[config.mk]
export PLATFORM = sky130hd
export DESIGN_NAME = ext_mem_strobe
export DESIGN_NICKNAME = d
export VERILOG_FILES = /design/src/ext_mem_pkg.sv /design/src/phase_timer.sv /design/src/ext_mem_strobe.sv
export SDC_FILE = /design/constraint.sdc
export NUM_CORES = 1
export LEC_CHECK = 0
export BUFFER_PORTS_ARGS = -buffer_cell sky130_fd_sc_hd__buf_2
export CORE_MARGIN = 2
export CORE_UTILIZATION = 56
export DETAILED_ROUTE_END_ITERATION = 10
export PLACE_DENSITY_LB_ADDON = 0.05
export SLEW_MARGIN = 20
export SYNTH_ARGS = -nofsm -noshare
export SYNTH_HDL_FRONTEND = slang
export SYNTH_HIERARCHICAL = 1
export SYNTH_SLANG_ARGS = --single-unit
[constraint.sdc]
create_clock -name mclk -period 5.1 [get_ports mclk]
set_input_delay 0.255 -clock mclk [delete_from_list [all_inputs] [get_ports mclk]]
set_output_delay 0.255 -clock mclk [all_outputs]
set_load 0.02 [all_outputs]
[src/ext_mem_pkg.sv]
// Shared constants and carriers for the external data memory strobe engine.
// Assumes a single system clock and registers written through dedicated strobes.
package ext_mem_pkg;

  // ==========================================================================
  // Timing control register layout
  localparam int          SETUP_MSB        = 7;
  localparam int          SETUP_LSB        = 6;
  localparam int          WIDTH_MSB        = 5;
  localparam int          WIDTH_LSB        = 2;
  localparam int          HOLD_MSB         = 1;
  localparam int          HOLD_LSB         = 0;
  localparam logic [7:0]  TIMING_RESET     = 8'hff;

  // ==========================================================================
  // Configuration register layout
  localparam int          MUX_SELECT_BIT   = 4;
  localparam int          MODE_MSB         = 3;
  localparam int          MODE_LSB         = 2;
  localparam int          LATCH_MSB        = 1;
  localparam int          LATCH_LSB        = 0;
  localparam logic [4:0]  CONFIG_RESET     = 5'h00;
  localparam logic [7:0]  PAGE_RESET       = 8'h00;
  localparam logic [1:0]  MODE_INTERNAL    = 2'h0;
  localparam logic [1:0]  MODE_BANK_SELECT = 2'h2;

  // ==========================================================================
  // Fixed cycle counts
  localparam int          FIXED_CYCLES     = 4;
  localparam logic [4:0]  TAIL_LOAD        = 5'h02;
  localparam logic [4:0]  READ_SAMPLE_CNT  = 5'h01;

  // ==========================================================================
  // Types
  typedef enum logic [2:0] {
    ST_IDLE   = 3'h0,
    ST_START  = 3'h1,
    ST_ALE_HI = 3'h3,
    ST_ALE_LO = 3'h2,
    ST_SETUP  = 3'h6,
    ST_STROBE = 3'h7,
    ST_HOLD   = 3'h5,
    ST_TAIL   = 3'h4
  } phase_t;

  typedef struct packed {
    logic       write;
    logic       wide;
    logic [15:0] addr;
    logic [7:0] wdata;
  } xfer_req_t;

  typedef struct packed {
    logic       rd_n;
    logic       wr_n;
    logic       ale;
    logic [7:0] addr_hi;
    logic       addr_hi_oe;
    logic [7:0] addr_lo;
    logic       addr_lo_oe;
    logic [7:0] data_out;
    logic       data_oe;
  } mem_pins_t;

endpackage

[src/phase_timer.sv]
// Down counter that measures the length of one bus phase.
// Assumes load is asserted on the cycle a new phase is entered.
`timescale 1ns/1ps
`default_nettype none
module phase_timer #(
  parameter int W = 5
) (
  input  wire logic         mclk,
  input  wire logic         sys_rst,
  input  wire logic         load,
  input  wire logic [W-1:0] load_val,
  output logic              last,
  output logic [W-1:0]      count
);

  logic [W-1:0] cnt_q;

  // ==========================================================================
  // Counter
  always_ff @(posedge mclk) begin
    if (sys_rst) begin
      cnt_q <= '0;
    end else if (load) begin
      cnt_q <= load_val;
    end else if (cnt_q != '0) begin
      cnt_q <= cnt_q - 1'b1;
    end
  end

  assign last  = (cnt_q == '0);
  assign count = cnt_q;

endmodule
`default_nettype wire

[src/ext_mem_strobe.sv]
// External data memory strobe engine: sequences one off-chip transfer.
// Assumes the core holds the request stable while req_valid is high and idle.
// Pin inputs are asynchronous and are synchronised before use.
`timescale 1ns/1ps
`default_nettype none
module ext_mem_strobe (
  input  wire logic                  mclk,
  input  wire logic                  sys_rst,
  input  wire logic                  req_valid,
  input  wire ext_mem_pkg::xfer_req_t req,
  output logic                       busy,
  output logic                       done,
  output logic [7:0]                 rdata,
  input  wire logic                  timing_we,
  input  wire logic [7:0]            timing_wdata,
  input  wire logic                  config_we,
  input  wire logic [4:0]            config_wdata,
  input  wire logic                  page_we,
  input  wire logic [7:0]            page_wdata,
  output logic [7:0]                 ext_mem_timing_control,
  output logic [4:0]                 ext_mem_config,
  output logic [7:0]                 page_register,
  input  wire logic [7:0]            data_in,
  output ext_mem_pkg::mem_pins_t     pins
);
  import ext_mem_pkg::*;

  phase_t     state_q, state_d;
  xfer_req_t  req_q;
  logic [7:0] tm_q, timing_q, page_q, data_s1_q, data_s2_q, rdata_q;
  logic [4:0] cf_q, config_q, tload;
  logic       take, tlast, busy_q, done_q, mux;
  logic [1:0] rd_cap_q;
  mem_pins_t  pins_q, pins_d;

  function automatic logic [1:0] setup_of(input logic [7:0] t);
    return t[SETUP_MSB:SETUP_LSB];
  endfunction
  function automatic logic [3:0] width_of(input logic [7:0] t);
    return t[WIDTH_MSB:WIDTH_LSB];
  endfunction
  function automatic logic [1:0] hold_of(input logic [7:0] t);
    return t[HOLD_MSB:HOLD_LSB];
  endfunction

  // ==========================================================================
  // Software registers
  // max setup and hold
  always_ff @(posedge mclk) begin
    if (sys_rst) begin
      timing_q <= TIMING_RESET;
    end else if (timing_we) begin
      timing_q <= timing_wdata;
    end
  end

  always_ff @(posedge mclk) begin
    if (sys_rst) begin
      config_q <= CONFIG_RESET;
    end else if (config_we) begin
      config_q <= config_wdata;
    end
  end

  always_ff @(posedge mclk) begin
    if (sys_rst) begin
      page_q <= PAGE_RESET;
    end else if (page_we) begin
      page_q <= page_wdata;
    end
  end

  // ==========================================================================
  // Request capture; timing and config settings frozen for the whole transfer, page register used live
  assign take = (state_q == ST_IDLE) && req_valid;

  always_ff @(posedge mclk) begin
    if (sys_rst) begin
      req_q <= '0;
      tm_q  <= TIMING_RESET;
      cf_q  <= CONFIG_RESET;
    end else if (take) begin
      req_q <= req;
      tm_q  <= timing_q;
      cf_q  <= config_q;
    end
  end

  assign mux = ~cf_q[MUX_SELECT_BIT];

  // ==========================================================================
  // Phase sequencing
  always_comb begin
    state_d = state_q;
    if (tlast) begin
      unique case (state_q)
        ST_IDLE: begin
          if (take && config_q[MODE_MSB:MODE_LSB] != MODE_INTERNAL) begin
            state_d = ST_START;
          end
        end
        ST_START:  state_d = mux ? ST_ALE_HI
                           : (setup_of(tm_q) != 2'h0 ? ST_SETUP : ST_STROBE);
        ST_ALE_HI: state_d = ST_ALE_LO;
        ST_ALE_LO: state_d = setup_of(tm_q) != 2'h0 ? ST_SETUP : ST_STROBE;
        ST_SETUP:  state_d = ST_STROBE;
        ST_STROBE: state_d = hold_of(tm_q) != 2'h0 ? ST_HOLD : ST_TAIL;
        ST_HOLD:   state_d = ST_TAIL;
        ST_TAIL:   state_d = ST_IDLE;
      endcase
    end
  end

  // setup length; width plus one; hold length; fixed tail
  always_comb begin
    unique case (state_d)
      ST_ALE_HI, ST_ALE_LO: tload = {3'h0, cf_q[LATCH_MSB:LATCH_LSB]};
      ST_SETUP:             tload = {3'h0, setup_of(tm_q) - 2'h1};
      ST_STROBE:            tload = {1'b0, width_of(tm_q)};
      ST_HOLD:              tload = {3'h0, hold_of(tm_q) - 2'h1};
      ST_TAIL:              tload = TAIL_LOAD;
      default:              tload = 5'h00;
    endcase
  end

  phase_timer #(.W(5)) u_timer (
    .mclk     (mclk),
    .sys_rst  (sys_rst),
    .load     (state_d != state_q),
    .load_val (tload),
    .last     (tlast),
    .count    ()
  );

  always_ff @(posedge mclk) begin
    if (sys_rst) begin
      state_q <= ST_IDLE;
    end else begin
      state_q <= state_d;
    end
  end

  // ==========================================================================
  // Pin drive, registered from the next phase
  always_comb begin
    logic addr_phase;
    logic data_phase;
    addr_phase = state_d inside {ST_SETUP, ST_STROBE, ST_HOLD};
    data_phase = addr_phase && req_q.write;
    pins_d = '0;
    pins_d.rd_n = 1'b1;
    pins_d.wr_n = 1'b1;
    if (state_d == ST_STROBE) begin
      pins_d.rd_n = req_q.write;
      pins_d.wr_n = ~req_q.write;
    end
    pins_d.ale = (state_d == ST_ALE_HI);
    if (addr_phase || state_d inside {ST_ALE_HI, ST_ALE_LO}) begin
      if (req_q.wide) begin
        pins_d.addr_hi    = req_q.addr[15:8];
        pins_d.addr_hi_oe = 1'b1;
      end else if (cf_q[MODE_MSB:MODE_LSB] == MODE_BANK_SELECT) begin
        pins_d.addr_hi    = page_q;
        pins_d.addr_hi_oe = 1'b1;
      end
    end
    if (!mux && addr_phase) begin
      pins_d.addr_lo    = req_q.addr[7:0];
      pins_d.addr_lo_oe = 1'b1;
    end
    // low address shares the data pins
    if (mux && state_d inside {ST_ALE_HI, ST_ALE_LO}) begin
      pins_d.data_out = req_q.addr[7:0];
      pins_d.data_oe  = 1'b1;
    end
    if (data_phase) begin
      pins_d.data_out = req_q.wdata;
      pins_d.data_oe  = 1'b1;
    end
  end

  always_ff @(posedge mclk) begin
    if (sys_rst) begin
      pins_q <= '{rd_n: 1'b1, wr_n: 1'b1, default: '0};
    end else begin
      pins_q <= pins_d;
    end
  end

  // ==========================================================================
  // Read data capture and completion
  always_ff @(posedge mclk) begin
    if (sys_rst) begin
      data_s1_q <= 8'h00;
      data_s2_q <= 8'h00;
    end else begin
      data_s1_q <= data_in;
      data_s2_q <= data_s1_q;
    end
  end

  // strobe-end sample, delayed past both sync stages
  always_ff @(posedge mclk) begin
    if (sys_rst) begin
      rd_cap_q <= 2'h0;
    end else begin
      rd_cap_q <= {rd_cap_q[0], state_q == ST_STROBE && state_d != ST_STROBE && !req_q.write};
    end
  end

  always_ff @(posedge mclk) begin
    if (sys_rst) begin
      rdata_q <= 8'h00;
    end else if (rd_cap_q[1]) begin
      rdata_q <= data_s2_q;
    end
  end

  always_ff @(posedge mclk) begin
    if (sys_rst) begin
      done_q <= 1'b0;
      busy_q <= 1'b0;
    end else begin
      done_q <= (state_q == ST_TAIL && state_d == ST_IDLE)
             || (take && config_q[MODE_MSB:MODE_LSB] == MODE_INTERNAL);
      busy_q <= (state_d != ST_IDLE);
    end
  end

  assign busy                   = busy_q;
  assign done                   = done_q;
  assign rdata                  = rdata_q;
  assign ext_mem_timing_control = timing_q;
  assign ext_mem_config         = config_q;
  assign page_register          = page_q;
  assign pins                   = pins_q;

  // ==========================================================================
  // Checks
  logic [5:0] low_len_q, txn_len_q, phase_len_q;
  phase_t     prev_q;
  always_ff @(posedge mclk) begin
    if (sys_rst) begin
      low_len_q   <= 6'h00;
      txn_len_q   <= 6'h00;
      phase_len_q <= 6'h00;
      prev_q      <= ST_IDLE;
    end else begin
      low_len_q   <= (!pins_q.rd_n || !pins_q.wr_n) ? low_len_q + 6'h01 : 6'h00;
      txn_len_q   <= (state_q != ST_IDLE) ? txn_len_q + 6'h01 : 6'h00;
      phase_len_q <= (state_q == prev_q) ? phase_len_q + 6'h01 : 6'h01;
      prev_q      <= state_q;
    end
  end

  a_strobe_width: assert property (@(posedge mclk) disable iff (sys_rst)
    $rose(pins_q.rd_n & pins_q.wr_n) |-> low_len_q == {2'h0, width_of(tm_q)} + 6'h01)
    else $error("strobe width wrong");
  a_setup_len: assert property (@(posedge mclk) disable iff (sys_rst)
    (prev_q == ST_SETUP && state_q == ST_STROBE) |-> phase_len_q == {4'h0, setup_of(tm_q)})
    else $error("setup length wrong");
  a_hold_len: assert property (@(posedge mclk) disable iff (sys_rst)
    (prev_q == ST_HOLD && state_q == ST_TAIL) |-> phase_len_q == {4'h0, hold_of(tm_q)})
    else $error("hold length wrong");
  a_ale_len: assert property (@(posedge mclk) disable iff (sys_rst)
    (prev_q == ST_ALE_HI && state_q == ST_ALE_LO)
      |-> phase_len_q == {4'h0, cf_q[LATCH_MSB:LATCH_LSB]} + 6'h01)
    else $error("latch pulse wrong");
  a_txn_total: assert property (@(posedge mclk) disable iff (sys_rst)
    $rose(done) && cf_q[MODE_MSB:MODE_LSB] != MODE_INTERNAL |-> txn_len_q ==
      {4'h0, setup_of(tm_q)} + {2'h0, width_of(tm_q)} + {4'h0, hold_of(tm_q)} + 6'h05
      + (mux ? {3'h0, cf_q[LATCH_MSB:LATCH_LSB], 1'b0} + 6'h02 : 6'h00))
    else $error("transfer length wrong");
  a_reset_max: assert property (@(posedge mclk)
    $past(sys_rst) && !timing_we |-> setup_of(timing_q) == 2'h3 && hold_of(timing_q) == 2'h3
      || !$past(sys_rst))
    else $error("reset timing not max");
  a_mux_pins: assert property (@(posedge mclk) disable iff (sys_rst)
    !(pins_q.rd_n && pins_q.wr_n) |-> pins_q.addr_lo_oe == !mux)
    else $error("address pin use wrong");
  a_bank_hi: assert property (@(posedge mclk) disable iff (sys_rst)
    !pins_q.wr_n && !req_q.wide && cf_q[MODE_MSB:MODE_LSB] == MODE_BANK_SELECT
      |-> pins_q.addr_hi_oe && pins_q.addr_hi == page_q)
    else $error("bank byte wrong");
  a_nobank_hi: assert property (@(posedge mclk) disable iff (sys_rst)
    !(pins_q.rd_n && pins_q.wr_n) && !req_q.wide
      && cf_q[MODE_MSB:MODE_LSB] != MODE_BANK_SELECT |-> !pins_q.addr_hi_oe)
    else $error("upper byte driven");
  a_write_data: assert property (@(posedge mclk) disable iff (sys_rst)
    !pins_q.wr_n |-> pins_q.data_oe && pins_q.data_out == req_q.wdata)
    else $error("write data missing");
  a_read_sample: assert property (@(posedge mclk) disable iff (sys_rst)
    $rose(pins_q.rd_n) |-> ##2 rdata == $past(data_in, 3))
    else $error("read sample wrong");

  c_mux_read:   cover property (@(posedge mclk) $rose(pins_q.rd_n) && mux);
  c_plain_wr:   cover property (@(posedge mclk) $rose(pins_q.wr_n) && !mux);
  c_bank_read:  cover property (@(posedge mclk) !pins_q.rd_n && pins_q.addr_hi_oe && !req_q.wide);
  c_internal:   cover property (@(posedge mclk) done && !pins_q.ale && txn_len_q == 6'h00);

endmodule
`default_nettype wire

==> flow_summary.yaml <==
outcome:
  status: "completed"
synth:
  yosysUniqueCellTypes: 48
  yosys_warnings: 6
  ys_async_sr_fraction_pct: 0
  seq_area_frac_synth_pct: 55.40
  syn_avg_cell_area_sq_um: 9.292
  synthFlopType: "dfxtp_1"
  synth_edf_count: 0
  synth_top_area_cell: "dfxtp_1"
  synth_top_area_share_pct: 55.40
  synthTopCellsByCount: "126 x dfxtp_1, 98 x nand2_1, 44 x a21oi_1"
  synth_area_leaders: "dfxtp_1 55%, nand2_1 8.1%, a21oi_1 4.8%, mux2i_1 4.8%, nor2b_1 3.6%"
  synth_cells: 490
  syn_nets: 552
  synth-seq-cells: 126
  yosysMostFrequentCell: "dfxtp_1"
  syn-cell-area_sq_mm: 0.004553
worst_setup_path:
  rr_worst_depth: 8
  crit_slowest_cell: "nor4b_4"
  r2r-start: "u_timer/count[0]"
  path_class: "reg -> reg"
  critical_path_buf_inv_count: 1
  path_delay_family: "compound AO/OA/AOI/OAI gates"
  cpPeakStageDelay_ns: 0.59
  crit_path_start_kind: "flop"
  worst-path-stages: 8
  cp.arrival_ns: 3.25
  cp_max_fo: 13
  crit_path_start: "u_timer/count[0]"
  setup.worst_path.end_class: "flop"
  crit_chain: "inv_1 > ha_1 > nor4b_4 > nand2_1 > mux2_1 > a211o_2 > a32o_1 > a311o_1"
  required_ns: 5.49
power:
  irDropWorstVdd_v: 0.0002887
  leakage_nw: 2.763
  p_per_area_mw_per_mm2: 491.5
sta:
  setup_viol: 0
  max_clock_freq_mhz: 350.2
  worstMarginPinSlew_ns: 1.108
  drv_slew: 0
  rsz0062_at_grt: "false"
  skew_ns: 0.007550
  setup_ws_ns: 2.245
  period_share_pct: 55.99
  period_minus_slack_ns: 2.855
  slew-limit-headroom_pct: 26.17
  setup_tns_ns: 0
  hold_violations: 0
min_path:
  min_path_type: "in -> reg"
  hold_depth: 3
  holdCritStartpoint: "req[25]"
die:
  start_util_pct: 58.32
  io_pins: 122
  coreArea_sq_mm: 0.007807
  die_area_sq_mm: 0.008868
  die_w_um: 94.17
  die-height_um: 94.17
  num_rows: 32
placed_design:
  dp_hpwl_mm: 6.467
  dpl_cell_area_sq_mm: 0.005164
  portBuffers: 121
  post-place-ws_ns: 2.222
  place_congestion: 0.8089
routing:
  wl_mm: 11.02
  num_vias: 3981
  via_per_inst: 5.197
  first_iter_violations: 232
  drc: 0
  wire_per_inst_um: 14.38
  postRouteAntennaNets: 0
  drt_first_pass_iters: 5
cts:
  cts_root_buf: "clkbuf_8"
  tritoncts: "yes"
  clock_latency_ns: 0.51
  cts.path.max_buffers: 2
  cts_buffers: 17
  clock-sinks: 126
  h-tree-depth: 4
  post_cts_resize_count: 0
  cts.repair_timing.setup_buffer_count: 0
  cts-hold-fix-buffers: 51
  path_clk_slew_ns: 0.06
layout:
  fin_util_pct: 80.34
  nets: 713
  final_cell_area_sq_mm: 0.006272
  area_growth_pct: 37.76
  n_antenna_cell: 0
  layout-drive-gt1-share_pct: 24.85
global_route:
  grt_util_all_layers_pct: 25.59
  grt_pass1_wl_mm: 17.53
  antenna_found_initial: 0
  grt_max_degree: 109
  grt_remaining_overflow: 0
  grt_pass1_vias: 3780
flow_run:
  cap_violations: 0
[kinds of logic (layout without fill, tap and decap cells)]
group / after synthesis / in the layout / share of synthesized area [%]
buffers and inverters: 43 / 217 / 3.985
AO/OA/AOI/OAI: 82 / 82 / 12.72
other: 1 / 1 / 0.08236
adder cells (fa/ha/maj): 1 / 1 / 0.2748
XOR/XNOR: 3 / 3 / 0.5772
flip-flops: 126 / 126 / 55.40
multiplexers: 24 / 24 / 5.331
AND/OR/NAND/NOR: 210 / 210 / 21.63
[worst register-to-register path, cell delays in order, from the launching register on]
cell and delay, ns:
dfxtp_1 0.32, inv_1 0.08, ha_1 0.20, nor4b_4 0.59, nand2_1 0.20, mux2_1 0.47
a211o_2 0.37, a32o_1 0.21, a311o_1 0.31
[metal layers]
layer	vias to the layer above	global-route usage (%)	share of wire, %
met2	148	42.98	49
met3	22	6.822	5.7
met1	1841	31.58	44
met4	0	9.179	1.8
met5	-	0	0
li1	1970	-	-
[through the flow]
step	std cells	power, W	hold WS (ns)
after floorplan	490	0.001718	0.3241
after global placement	683	0.001833	0.4149
after detailed placement	683	0.001861	0.4206
after CTS	766	0.003077	0.004788
after global routing	766	0.003224	0.01866
final	766	0.003083	0.02039
[placed cells by master, fill, tap and decap left out, types with 4 or more instances in the layout]
| master | n |
|---|---|
| nand3b_1 | 8 |
| dlygate4sd3_1 | 51 |
| clkbuf_16 | 16 |
| inv_1 | 11 |
| a211o_1 | 8 |
| nor2b_1 | 26 |
| inv_6 | 5 |
| nor3_1 | 12 |
| clkinvlp_4 | 5 |
| mux2i_1 | 22 |
| a21oi_1 | 44 |
| dfxtp_1 | 126 |
| nor2_1 | 41 |
| and3_1 | 4 |
| nand2_1 | 98 |
| a22o_1 | 8 |
| and2_1 | 9 |
| buf_2 | 120 |
[power breakdown]
group,total [W],internal (W),switching [W]
Sequential,0.00119,0.00110,0.0000945
Combinational,0.000697,0.000261,0.000436
Clock,0.00119,0.000732,0.000460
Total,0.00308,0.00209,0.000991
[cell type report]
class	instances	area, sq um
fillers	511	1535
clock buffers	19	441.7
repair buffers	174	1134
well taps	102	127.6
clock inverters	13	152.6
flip-flops and latches	126	2522
inverters	11	41.29
multi-input cells	321	1853
[registers in the layout, indices dropped and copies added (netlist names)]
register and flops:
u_timer/count 5, state_q 3, req_q 26, rd_cap_q 2
rdata 8, tm_q 8, page_register 8, done 1
data_s2_q 8, pins 30, busy 1, ext_mem_config 5
data_s1_q 8, cf_q 5, ext_mem_timing_control 8
[path summary, 6_finish.rpt]
check	endpoint	slack, ns
worst max register to register	u_timer/count[1]	2.24
worst min-delay path	req_q[25]	0.02
worst min register to register	pins[28]	0.43
worst max-delay path	u_timer/count[1]	2.24
Power figures use the tool's default switching activity.
